$ cat src/logic/faac_map.svh
// register map, field positions and reset values for arming control
//
// Behaviour
// RL1: two schemes, standard and legacy, selectable
// RL2: legacy scheme omits acquisition trigger stage
// RL3: legacy frame trigger comes via acquisition label
// RL4: factory reset selects legacy scheme
// RL5: no capture while unarmed
// RL6: one-shot: one frame, then arm lapses
// RL7: host re-arms after each one-shot frame
// RL8: free-running: arm survives each frame
// RL9: free-running arm ends only on disarm
// RL10: after disarm, nothing until next arm
// RL11: disarm waits for frame in progress
// RL12: acquisition trigger enables counted frame triggers
// RL13: frame trigger ignored unless waiting for it
// RL14: gating off means internal trigger generation
// RL15: scheme and policy change only while unarmed
`ifndef FAAC_MAP_SVH
`define FAAC_MAP_SVH

// ----------------------------------------
// offsets
// ----------------------------------------
`define FAAC_OFS_CTRL    8'h00
`define FAAC_OFS_CMD     8'h04
`define FAAC_OFS_FCOUNT  8'h08
`define FAAC_OFS_STATUS  8'h0c
`define FAAC_OFS_ACTIVE  8'h10

// ----------------------------------------
// control fields
// ----------------------------------------
`define FAAC_CTRL_LEGACY   0
`define FAAC_CTRL_FREERUN  1
`define FAAC_CTRL_ACQ_ON   2
`define FAAC_CTRL_FRM_ON   3
`define FAAC_CTRL_W        4
`define FAAC_CTRL_RESET    4'h1

// ----------------------------------------
// command fields
// ----------------------------------------
`define FAAC_CMD_ARM       0
`define FAAC_CMD_DISARM    1
`define FAAC_CMD_SW_ACQ    2
`define FAAC_CMD_SW_FRM    3
`define FAAC_CFG_LANE      0

// ----------------------------------------
// status fields
// ----------------------------------------
`define FAAC_ST_ARMED      0
`define FAAC_ST_STATE_LO   1
`define FAAC_ST_STATE_HI   2
`define FAAC_ST_STOPPEND   3
`define FAAC_ST_COUNT_LO   16

`endif

$ cat src/logic/faac_pkg.sv
// types shared by the arming control block
`default_nettype none
package faac_pkg;
  typedef enum logic [1:0] {
    faac_unarmed    = 2'b00,
    faac_wait_acq   = 2'b01,
    faac_wait_frame = 2'b10,
    faac_busy       = 2'b11
  } faac_state_type;
endpackage : faac_pkg
`default_nettype wire

$ cat src/logic/faac_arm_ctrl.sv
// frame acquisition arming control with apb register access
//
// Chosen here: the placing of the registers and the APB slave port.
`timescale 1ns/100ps
`default_nettype none
`include "faac_map.svh"

module faac_arm_ctrl
  import faac_pkg::*;
#(
  parameter int          COUNT_W      = 16,
  parameter [COUNT_W-1:0] FCOUNT_RESET = 1
) (
  input  wire logic        sys_clk,
  input  wire logic        reset,
  input  wire logic        clk_en,
  input  wire logic        psel,
  input  wire logic        penable,
  input  wire logic        pwrite,
  input  wire logic [7:0]  paddr,
  input  wire logic [31:0] pwdata,
  input  wire logic [3:0]  pstrb,
  output var  logic [31:0] prdata,
  output var  logic        pready,
  output var  logic        pslverr,
  input  wire logic        acq_trig_in,
  input  wire logic        frame_trig_in,
  input  wire logic        frame_done,
  output var  logic        frame_start,
  output var  logic        armed,
  output var  logic        frame_active
);

  // ----------------------------------------
  // state
  // ----------------------------------------
  faac_state_type            state;
  faac_state_type            next_state;
  logic [`FAAC_CTRL_W-1:0]   ctrl_shadow;
  logic [`FAAC_CTRL_W-1:0]   ctrl_active;
  logic [COUNT_W-1:0]        frames_per_arm;
  logic [COUNT_W-1:0]        frame_count;
  logic                      stop_pending;

  // ----------------------------------------
  // apb decode
  // ----------------------------------------
  logic        access;
  logic        wr_commit;
  logic        mapped;
  logic        cmd_arm;
  logic        cmd_disarm;
  logic        sw_acq;
  logic        sw_frm;

  function automatic logic addr_hit(input logic [7:0] a);
    addr_hit = (a == `FAAC_OFS_CTRL)   || (a == `FAAC_OFS_CMD) ||
               (a == `FAAC_OFS_FCOUNT) || (a == `FAAC_OFS_STATUS) ||
               (a == `FAAC_OFS_ACTIVE);
  endfunction : addr_hit

  // access is the first access cycle only; pready closes the second
  assign access    = psel && penable && !pready;
  // writes land only at the edge that completes the transfer
  assign wr_commit = psel && penable && pready && pwrite && !pslverr;
  assign mapped    = addr_hit(paddr);

  function automatic logic cmd_bit(input int b);
    cmd_bit = wr_commit && (paddr == `FAAC_OFS_CMD) && pstrb[`FAAC_CFG_LANE] && pwdata[b];
  endfunction : cmd_bit

  // status layout kept in one place beside the field map
  function automatic logic [31:0] status_word(input faac_state_type     st,
                                              input logic               pend,
                                              input logic [COUNT_W-1:0] cnt);
    status_word                                      = 32'h0000_0000;
    status_word[`FAAC_ST_ARMED]                      = (st != faac_unarmed);
    status_word[`FAAC_ST_STATE_HI:`FAAC_ST_STATE_LO] = st;
    status_word[`FAAC_ST_STOPPEND]                   = pend;
    status_word[`FAAC_ST_COUNT_LO +: COUNT_W]        = cnt;
  endfunction : status_word

  assign cmd_arm    = cmd_bit(`FAAC_CMD_ARM);
  assign cmd_disarm = cmd_bit(`FAAC_CMD_DISARM);
  assign sw_acq     = cmd_bit(`FAAC_CMD_SW_ACQ);
  assign sw_frm     = cmd_bit(`FAAC_CMD_SW_FRM);

  // one wait state: pready rises in the second access cycle
  always_ff @(posedge sys_clk or posedge reset) begin
    if (reset) begin
      pready  <= 1'b0;
      pslverr <= 1'b0;
    end else if (clk_en) begin
      pready  <= access;
      pslverr <= access && !mapped;
    end
  end

  always_ff @(posedge sys_clk or posedge reset) begin
    if (reset) begin
      prdata <= 32'h0000_0000;
    end else if (clk_en) begin
      if (access && !pwrite) begin
        case (paddr)
          `FAAC_OFS_CTRL:   prdata <= {{(32-`FAAC_CTRL_W){1'b0}}, ctrl_shadow};
          `FAAC_OFS_FCOUNT: prdata <= {{(32-COUNT_W){1'b0}}, frames_per_arm};
          `FAAC_OFS_ACTIVE: prdata <= {{(32-`FAAC_CTRL_W){1'b0}}, ctrl_active};
          `FAAC_OFS_STATUS: prdata <= status_word(state, stop_pending, frame_count);
          default:          prdata <= 32'h0000_0000;
        endcase
      end else if (access) begin
        prdata <= 32'h0000_0000;
      end
    end
  end

  // ----------------------------------------
  // configuration registers
  // ----------------------------------------
  always_ff @(posedge sys_clk or posedge reset) begin
    if (reset) begin
      // RL4: legacy at reset
      ctrl_shadow <= `FAAC_CTRL_RESET;
    end else if (clk_en) begin
      // RL1: scheme select written
      if (wr_commit && paddr == `FAAC_OFS_CTRL && pstrb[`FAAC_CFG_LANE]) begin
        ctrl_shadow <= pwdata[`FAAC_CTRL_W-1:0];
      end
    end
  end

  always_ff @(posedge sys_clk or posedge reset) begin
    if (reset) begin
      frames_per_arm <= FCOUNT_RESET;
    end else if (clk_en) begin
      if (wr_commit && paddr == `FAAC_OFS_FCOUNT) begin
        // zero would never end a burst, so it is held at one
        frames_per_arm <= (pwdata[COUNT_W-1:0] == '0) ?
                          COUNT_W'(1) : pwdata[COUNT_W-1:0];
      end
    end
  end

  // limitation: a CTRL value written while armed waits until the block is next unarmed (disarm or lapse)
  // shadow copied only while idle, so a running frame never sees a change
  always_ff @(posedge sys_clk or posedge reset) begin
    if (reset) begin
      ctrl_active <= `FAAC_CTRL_RESET;
    end else if (clk_en) begin
      // RL15: apply while unarmed
      if (state == faac_unarmed) begin
        ctrl_active <= ctrl_shadow;
      end
    end
  end

  // ----------------------------------------
  // trigger selection
  // ----------------------------------------
  logic legacy;
  logic freerun;
  logic acq_stage;
  logic acq_evt;
  logic frm_evt;

  assign legacy  = ctrl_active[`FAAC_CTRL_LEGACY];
  assign freerun = ctrl_active[`FAAC_CTRL_FREERUN];
  // RL2: legacy drops acquisition stage
  assign acq_stage = !legacy && ctrl_active[`FAAC_CTRL_ACQ_ON];
  assign acq_evt   = acq_trig_in || sw_acq;

  always_comb begin
    // RL14: gating off fires internally
    if (!ctrl_active[`FAAC_CTRL_FRM_ON]) begin
      frm_evt = 1'b1;
    end else if (legacy) begin
      // RL3: legacy frame trigger on acq label
      frm_evt = acq_trig_in || sw_acq;
    end else begin
      frm_evt = frame_trig_in || sw_frm;
    end
  end

  // ----------------------------------------
  // arming state machine
  // ----------------------------------------
  // only counted with the acquisition stage; free-run alone never rewinds
  logic burst_done;
  assign burst_done = acq_stage && (frame_count == frames_per_arm);

  always_comb begin
    next_state = state;
    case (state)
      faac_unarmed: begin
        // RL5: capture needs arm
        if (cmd_arm) begin
          next_state = acq_stage ? faac_wait_acq : faac_wait_frame;
        end
      end
      faac_wait_acq: begin
        // RL11: idle disarm is immediate
        if (cmd_disarm) begin
          next_state = faac_unarmed;
        // RL12: acq trigger opens frame window
        end else if (acq_evt) begin
          next_state = faac_wait_frame;
        end
      end
      faac_wait_frame: begin
        if (cmd_disarm) begin
          next_state = faac_unarmed;
        // RL13: frame trigger only here
        end else if (frm_evt) begin
          next_state = faac_busy;
        end
      end
      faac_busy: begin
        if (frame_done) begin
          // RL6: one-shot lapses after frame
          if (!freerun) begin
            next_state = faac_unarmed;
          // RL10: disarm blocks further frames
          end else if (stop_pending || cmd_disarm) begin
            next_state = faac_unarmed;
          // RL12: count reached, back to acq wait
          end else if (burst_done) begin
            next_state = faac_wait_acq;
          end else begin
            // RL8: free-running stays armed
            next_state = faac_wait_frame;
          end
        end
      end
      default: next_state = faac_unarmed;
    endcase
  end

  always_ff @(posedge sys_clk or posedge reset) begin
    if (reset) begin
      state <= faac_unarmed;
    end else if (clk_en) begin
      state <= next_state;
    end
  end

  // frame_done with disarm ends the frame at once, nothing left pending
  // RL11: disarm mid-frame deferred
  always_ff @(posedge sys_clk or posedge reset) begin
    if (reset) begin
      stop_pending <= 1'b0;
    end else if (clk_en) begin
      if (state == faac_busy && !frame_done && cmd_disarm) begin
        stop_pending <= 1'b1;
      end else if (next_state == faac_unarmed) begin
        stop_pending <= 1'b0;
      end
    end
  end

  // counted at the trigger edge so status shows the frame in flight
  // RL12: frames since acquisition trigger
  always_ff @(posedge sys_clk or posedge reset) begin
    if (reset) begin
      frame_count <= '0;
    end else if (clk_en) begin
      if (state == faac_wait_acq || state == faac_unarmed) begin
        frame_count <= '0;
      end else if (state == faac_wait_frame && next_state == faac_busy) begin
        frame_count <= frame_count + COUNT_W'(1);
      end
    end
  end

  // ----------------------------------------
  // outputs
  // ----------------------------------------
  // RL5: start only from frame wait
  always_ff @(posedge sys_clk or posedge reset) begin
    if (reset) begin
      frame_start <= 1'b0;
    end else if (clk_en) begin
      frame_start <= (state == faac_wait_frame) && (next_state == faac_busy);
    end
  end

  // RL9: armed until disarm or lapse
  always_ff @(posedge sys_clk or posedge reset) begin
    if (reset) begin
      armed <= 1'b0;
    end else if (clk_en) begin
      armed <= (next_state != faac_unarmed);
    end
  end

  // RL11: active until frame done
  always_ff @(posedge sys_clk or posedge reset) begin
    if (reset) begin
      frame_active <= 1'b0;
    end else if (clk_en) begin
      frame_active <= (next_state == faac_busy);
    end
  end

endmodule : faac_arm_ctrl
`default_nettype wire

$ cat config.mk
export PLATFORM = sky130hd
export DESIGN_NAME = faac_arm_ctrl
export DESIGN_NICKNAME = d
export VERILOG_FILES = /design/src/logic/faac_pkg.sv /design/src/logic/faac_arm_ctrl.sv
export VERILOG_INCLUDE_DIRS = /design/src /design/src/logic
export SDC_FILE = /design/constraint.sdc
export NUM_CORES = 1
export LEC_CHECK = 0
export BUFFER_PORTS_ARGS = -buffer_cell sky130_fd_sc_hd__buf_2
export CAP_MARGIN = 20
export CORE_UTILIZATION = 45
export DETAILED_ROUTE_END_ITERATION = 7
export PLACE_DENSITY = 0.69
export SYNTH_ARGS = -nofsm -noshare
export SYNTH_HDL_FRONTEND = slang
export SYNTH_SLANG_ARGS = --single-unit
$ cat constraint.sdc
create_clock -name sys_clk -period 3 [get_ports sys_clk]
set_input_delay 0.6 -clock sys_clk [delete_from_list [all_inputs] [get_ports sys_clk]]
set_output_delay 0.6 -clock sys_clk [all_outputs]
set_load 0.02 [all_outputs]
==> results.md <==
Finish:
- The number of antenna diodes in the final layout is 0.
- In the final layout, the share of cells above drive strength 1 is 0.337.
- The number of nets in the final layout is 468.
- Relative to the synthesized area, the layout overhead comes to 17.4%.

Floorplanning:
- The number of core rows is 33.
- The die is 94.5 um tall.
- The die boundary width is 94.5 um.
- The starting utilization of the core area is 0.466.
- During I/O placement, the number of pins put on the boundary was 90.
- The total die area is 0.00892 mm^2.
- The floorplan core area is 0.00826 mm^2.

Setup path:
- The biggest cell delay along the critical path is 0.59 ns.
- In this run the worst path has a maximum fanout of 7.
- In this design, the largest share of critical-path delay is due to simple AND/OR/NAND/NOR gates.
- The data required time at the worst endpoint is 3.24 ns.
- The buffer and inverter count on the worst path is 1.
- STA classifies the critical path startpoint as an input port.
- The endpoint kind of the worst setup timing path is a flip-flop.
- The setup path with the least slack is of type input port to flip-flop.
- The critical path goes through buf_2 > or4b_4 > or4_4 > nor3b_4 > and2_4 > a211o_1 > mux2_2.
- The cell type of the slowest stage on the worst timing path is or4b_4.
- The data arrival time of the critical path is 2.81 ns.

Synth:
- The most used flip-flop cell after synthesis is dfrtp_1.
- The sequential element share of the synthesized area is 0.521.
- The average instance in the mapped netlist occupies 11.2 um^2.
- After synthesis the netlist holds a flip-flop and latch count of 80.
- The number of nets handed over by synthesis was 397.
- The count of distinct cell types in the synthesized netlist is 55.
- The number of flops mapped to enable cells by yosys is 0.
- The cell area after technology mapping is 0.00385 mm^2.
- The cell count after synthesis is 343.
- The count of synthesis-stage warnings from yosys is 0.
- The fraction of registers with async set or reset after synthesis is 1.00.

Timing:
- Setup total negative slack on the finished layout was measured at 0 ns.
- At the pin with the least slew margin, the transition time is 0.659 ns.
- Setup repair after global routing left no endpoint under its margin.
- The number of pins with negative max-slew slack in the final report is 0.
- Of the available clock period, the critical path in the final layout requires 0.856.
- The number of hold violations in the final report is 0.
- The clock period could shrink to 2.57 ns.
- Headroom to the max-slew limit came out at 0.560.
- Static timing analysis puts the maximum clock frequency at 389 MHz.
- The final number of setup-violating endpoints is 0.
- The setup skew after layout is 0.00782 ns.

Clocking:
- The number of buffers inserted during clock tree synthesis is 9.
- Clock tree synthesis found a total of 80 sinks.
- After clock tree synthesis, the clock-pin slew on the worst setup and hold paths is 0.08 ns.
- The total of cells resized after clock tree synthesis is 0.
- For the worst-skew pair, the clock arrives at the later sink with an insertion delay of 0.35 ns.
- The post-CTS repair timing setup buffer count is 0.
- In this run the deepest clock path goes through 2 buffers.
- The master cell of the clock root buffer is clkbuf_8.
- The number of H-tree levels is 3.
- The number of buffers inserted for hold repair after clock tree synthesis is 0.
- TritonCTS built the clock tree.

Run status:
- The run finished with clean final reports.

Detailed routing:
- The count of nets left with antenna violations after detail routing is 0.
- Before antenna repair, the detailed router went through 4 iterations.
- Summing over every cut layer, the via total after detailed routing is 3071.
- The ratio of routed vias to standard cells is 5.86.
- The final layout contains routed wiring with a total length of 9.16 mm.
- After detailed routing, the number of remaining DRC violations is 0.
- The average wire per standard cell is 17.5 um.
- After the first detailed-routing iteration, the DRC count stood at 144.

Power:
- IR analysis of the VDD net gives a maximum drop of 0.260 mV.
- The design draws 2.34 mW.
- The total power per unit cell area is 518 mW/mm^2.
- The leakage power is 2.25 nW.

Placement:
- The final weighted congestion in routability-driven placement is 0.903.
- The HPWL after detailed placement is 6.75 mm.
- Input and output buffers added on the ports amount to 70.

Global routing:
- The number of antenna violations at the first check in global routing was 0.
- The first-pass GRT wire length is 14.9 mm.
- The aggregate global routing overflow is 0.
- The via count of the first global-routing pass is 2977.
- Entering global routing, the biggest net connects 46 pins.
- The total routing resource utilization after global routing is 0.222.

Flow run:
- The tool flagged a number of max-cap violations equal to 0.

Worst hold path:
- The class of the most critical hold timing path is input port to asynchronous set/reset pin.
[metal layers]
metal / vias up / GRT usage / share of wire
met5: - / 0 / 0
met2: 80 / 0.337 / 0.46
met1: 1538 / 0.313 / 0.48
met4: 0 / 0.0947 / 0.018
li1: 1441 / - / -
met3: 12 / 0.0378 / 0.047
[worst reg2reg max path, stage by stage (launching register included)]
cell,delay (ns)
dfrtp_1,0.41
nand4bb_1,0.32
or4_4,0.55
nor3b_4,0.19
and2_4,0.20
a211o_1,0.30
mux2_2,0.27
[layout make-up]
class	instances	area, um^2
multi-input cells	231	1720
clock buffers	11	141
well taps	105	131
fillers	757	3740
inverters	12	46.3
repair buffers	80	438
clock inverters	5	32.5
flip-flops and latches	80	2010
[cells in the mapped netlist (3+ instances only)]
cell / count / share of area
inv_1: 12 / 0.012
xnor2_1: 4 / 0.0091
nand2_1: 19 / 0.019
o31ai_1: 3 / 0.0059
clkbuf_1: 19 / 0.019
a21oi_1: 6 / 0.0078
a22o_1: 28 / 0.064
nand2b_1: 4 / 0.0065
o21ai_0: 15 / 0.020
nor2_1: 13 / 0.013
dfrtp_1: 77 / 0.50
mux2_2: 30 / 0.088
a222oi_1: 3 / 0.0078
mux2i_1: 3 / 0.0078
or3_1: 7 / 0.011
nor3_1: 5 / 0.0065
nand3_1: 14 / 0.018
or4_1: 3 / 0.0059
nor4_1: 10 / 0.016
nand4_1: 13 / 0.021
dfstp_2: 3 / 0.020
xor2_1: 13 / 0.030
o211ai_1: 3 / 0.0059
[path summary, 6_finish.rpt]
path	endpoint	startpoint	slack, ns	cells past startpoint
worst max-delay path	state[0]	paddr[4]	0.43	7
worst min-delay path	prdata[25]	reset	0.31	2
worst max register to register	state[0]	pslverr	0.66	6
worst min register to register	prdata[3]	prdata[3]	0.50	2
max in group asynchronous	ctrl_active[0]	reset	1.97	3
min in group sys_clk	frames_per_arm[10]	pwdata[10]	0.49	2
[stage by stage]
stage	worst slack [ns]	cell area [um^2]	util	instances	hold WS [ns]
3_3_place_gp	0.0885	4340	0.526	508	0.470
3_5_place_dp	0.0757	4340	0.526	508	0.481
4_1_cts	0.451	4520	0.547	524	0.330
2_1_floorplan	0.299	3850	-	343	0.470
6_report	0.431	4520	0.547	524	0.308
5_1_grt	0.344	4520	0.547	524	0.359
[sequential cells by signal, summed over array words and instances, names as in the netlist, 2 cells and up]
register / count
ctrl_active: 4
ctrl_shadow: 4
frame_count: 16
prdata: 32
state: 2
frames_per_arm: 16
[cells in the final DEF (no fill, tap or decap), types with 3 or more instances in the layout]
master      count
a21oi_1         6
dfstp_2         3
or3_1           7
clkinvlp_4      3
a22o_1         28
nand2b_1        4
mux2_2         30
nor4_1         10
or4_1           3
nor2_1         13
nand2_1        19
o31ai_1         3
xnor2_1         4
inv_1          11
nand4_1        13
nor3_1          5
o211ai_1        3
o21ai_0        15
mux2i_1         3
buf_4           9
clkinv_2        3
dfrtp_1        77
clkbuf_8       10
nand3_1        14
xor2_1         13
a222oi_1        3
buf_2          70
[kinds of logic (layout without fill, tap and decap cells)]
| kind of cell | count (synthesis) | in the layout | share of synthesized area |
|---|---|---|---|
| simple gates | 107 | 107 | 0.166 |
| flops | 80 | 80 | 0.521 |
| compound gates | 73 | 73 | 0.143 |
| mux | 33 | 33 | 0.0956 |
| buf+inv | 32 | 108 | 0.0315 |
| xor+xnor | 17 | 17 | 0.0387 |
| fa+ha+maj | 1 | 1 | 0.00325 |
[report_power, final]
group / switching, mW / total, mW / internal (mW)
registers: 0.0855 / 1.21 / 1.13
clock network: 0.391 / 0.712 / 0.320
logic: 0.243 / 0.416 / 0.174
(Power assumes the default switching activity.)
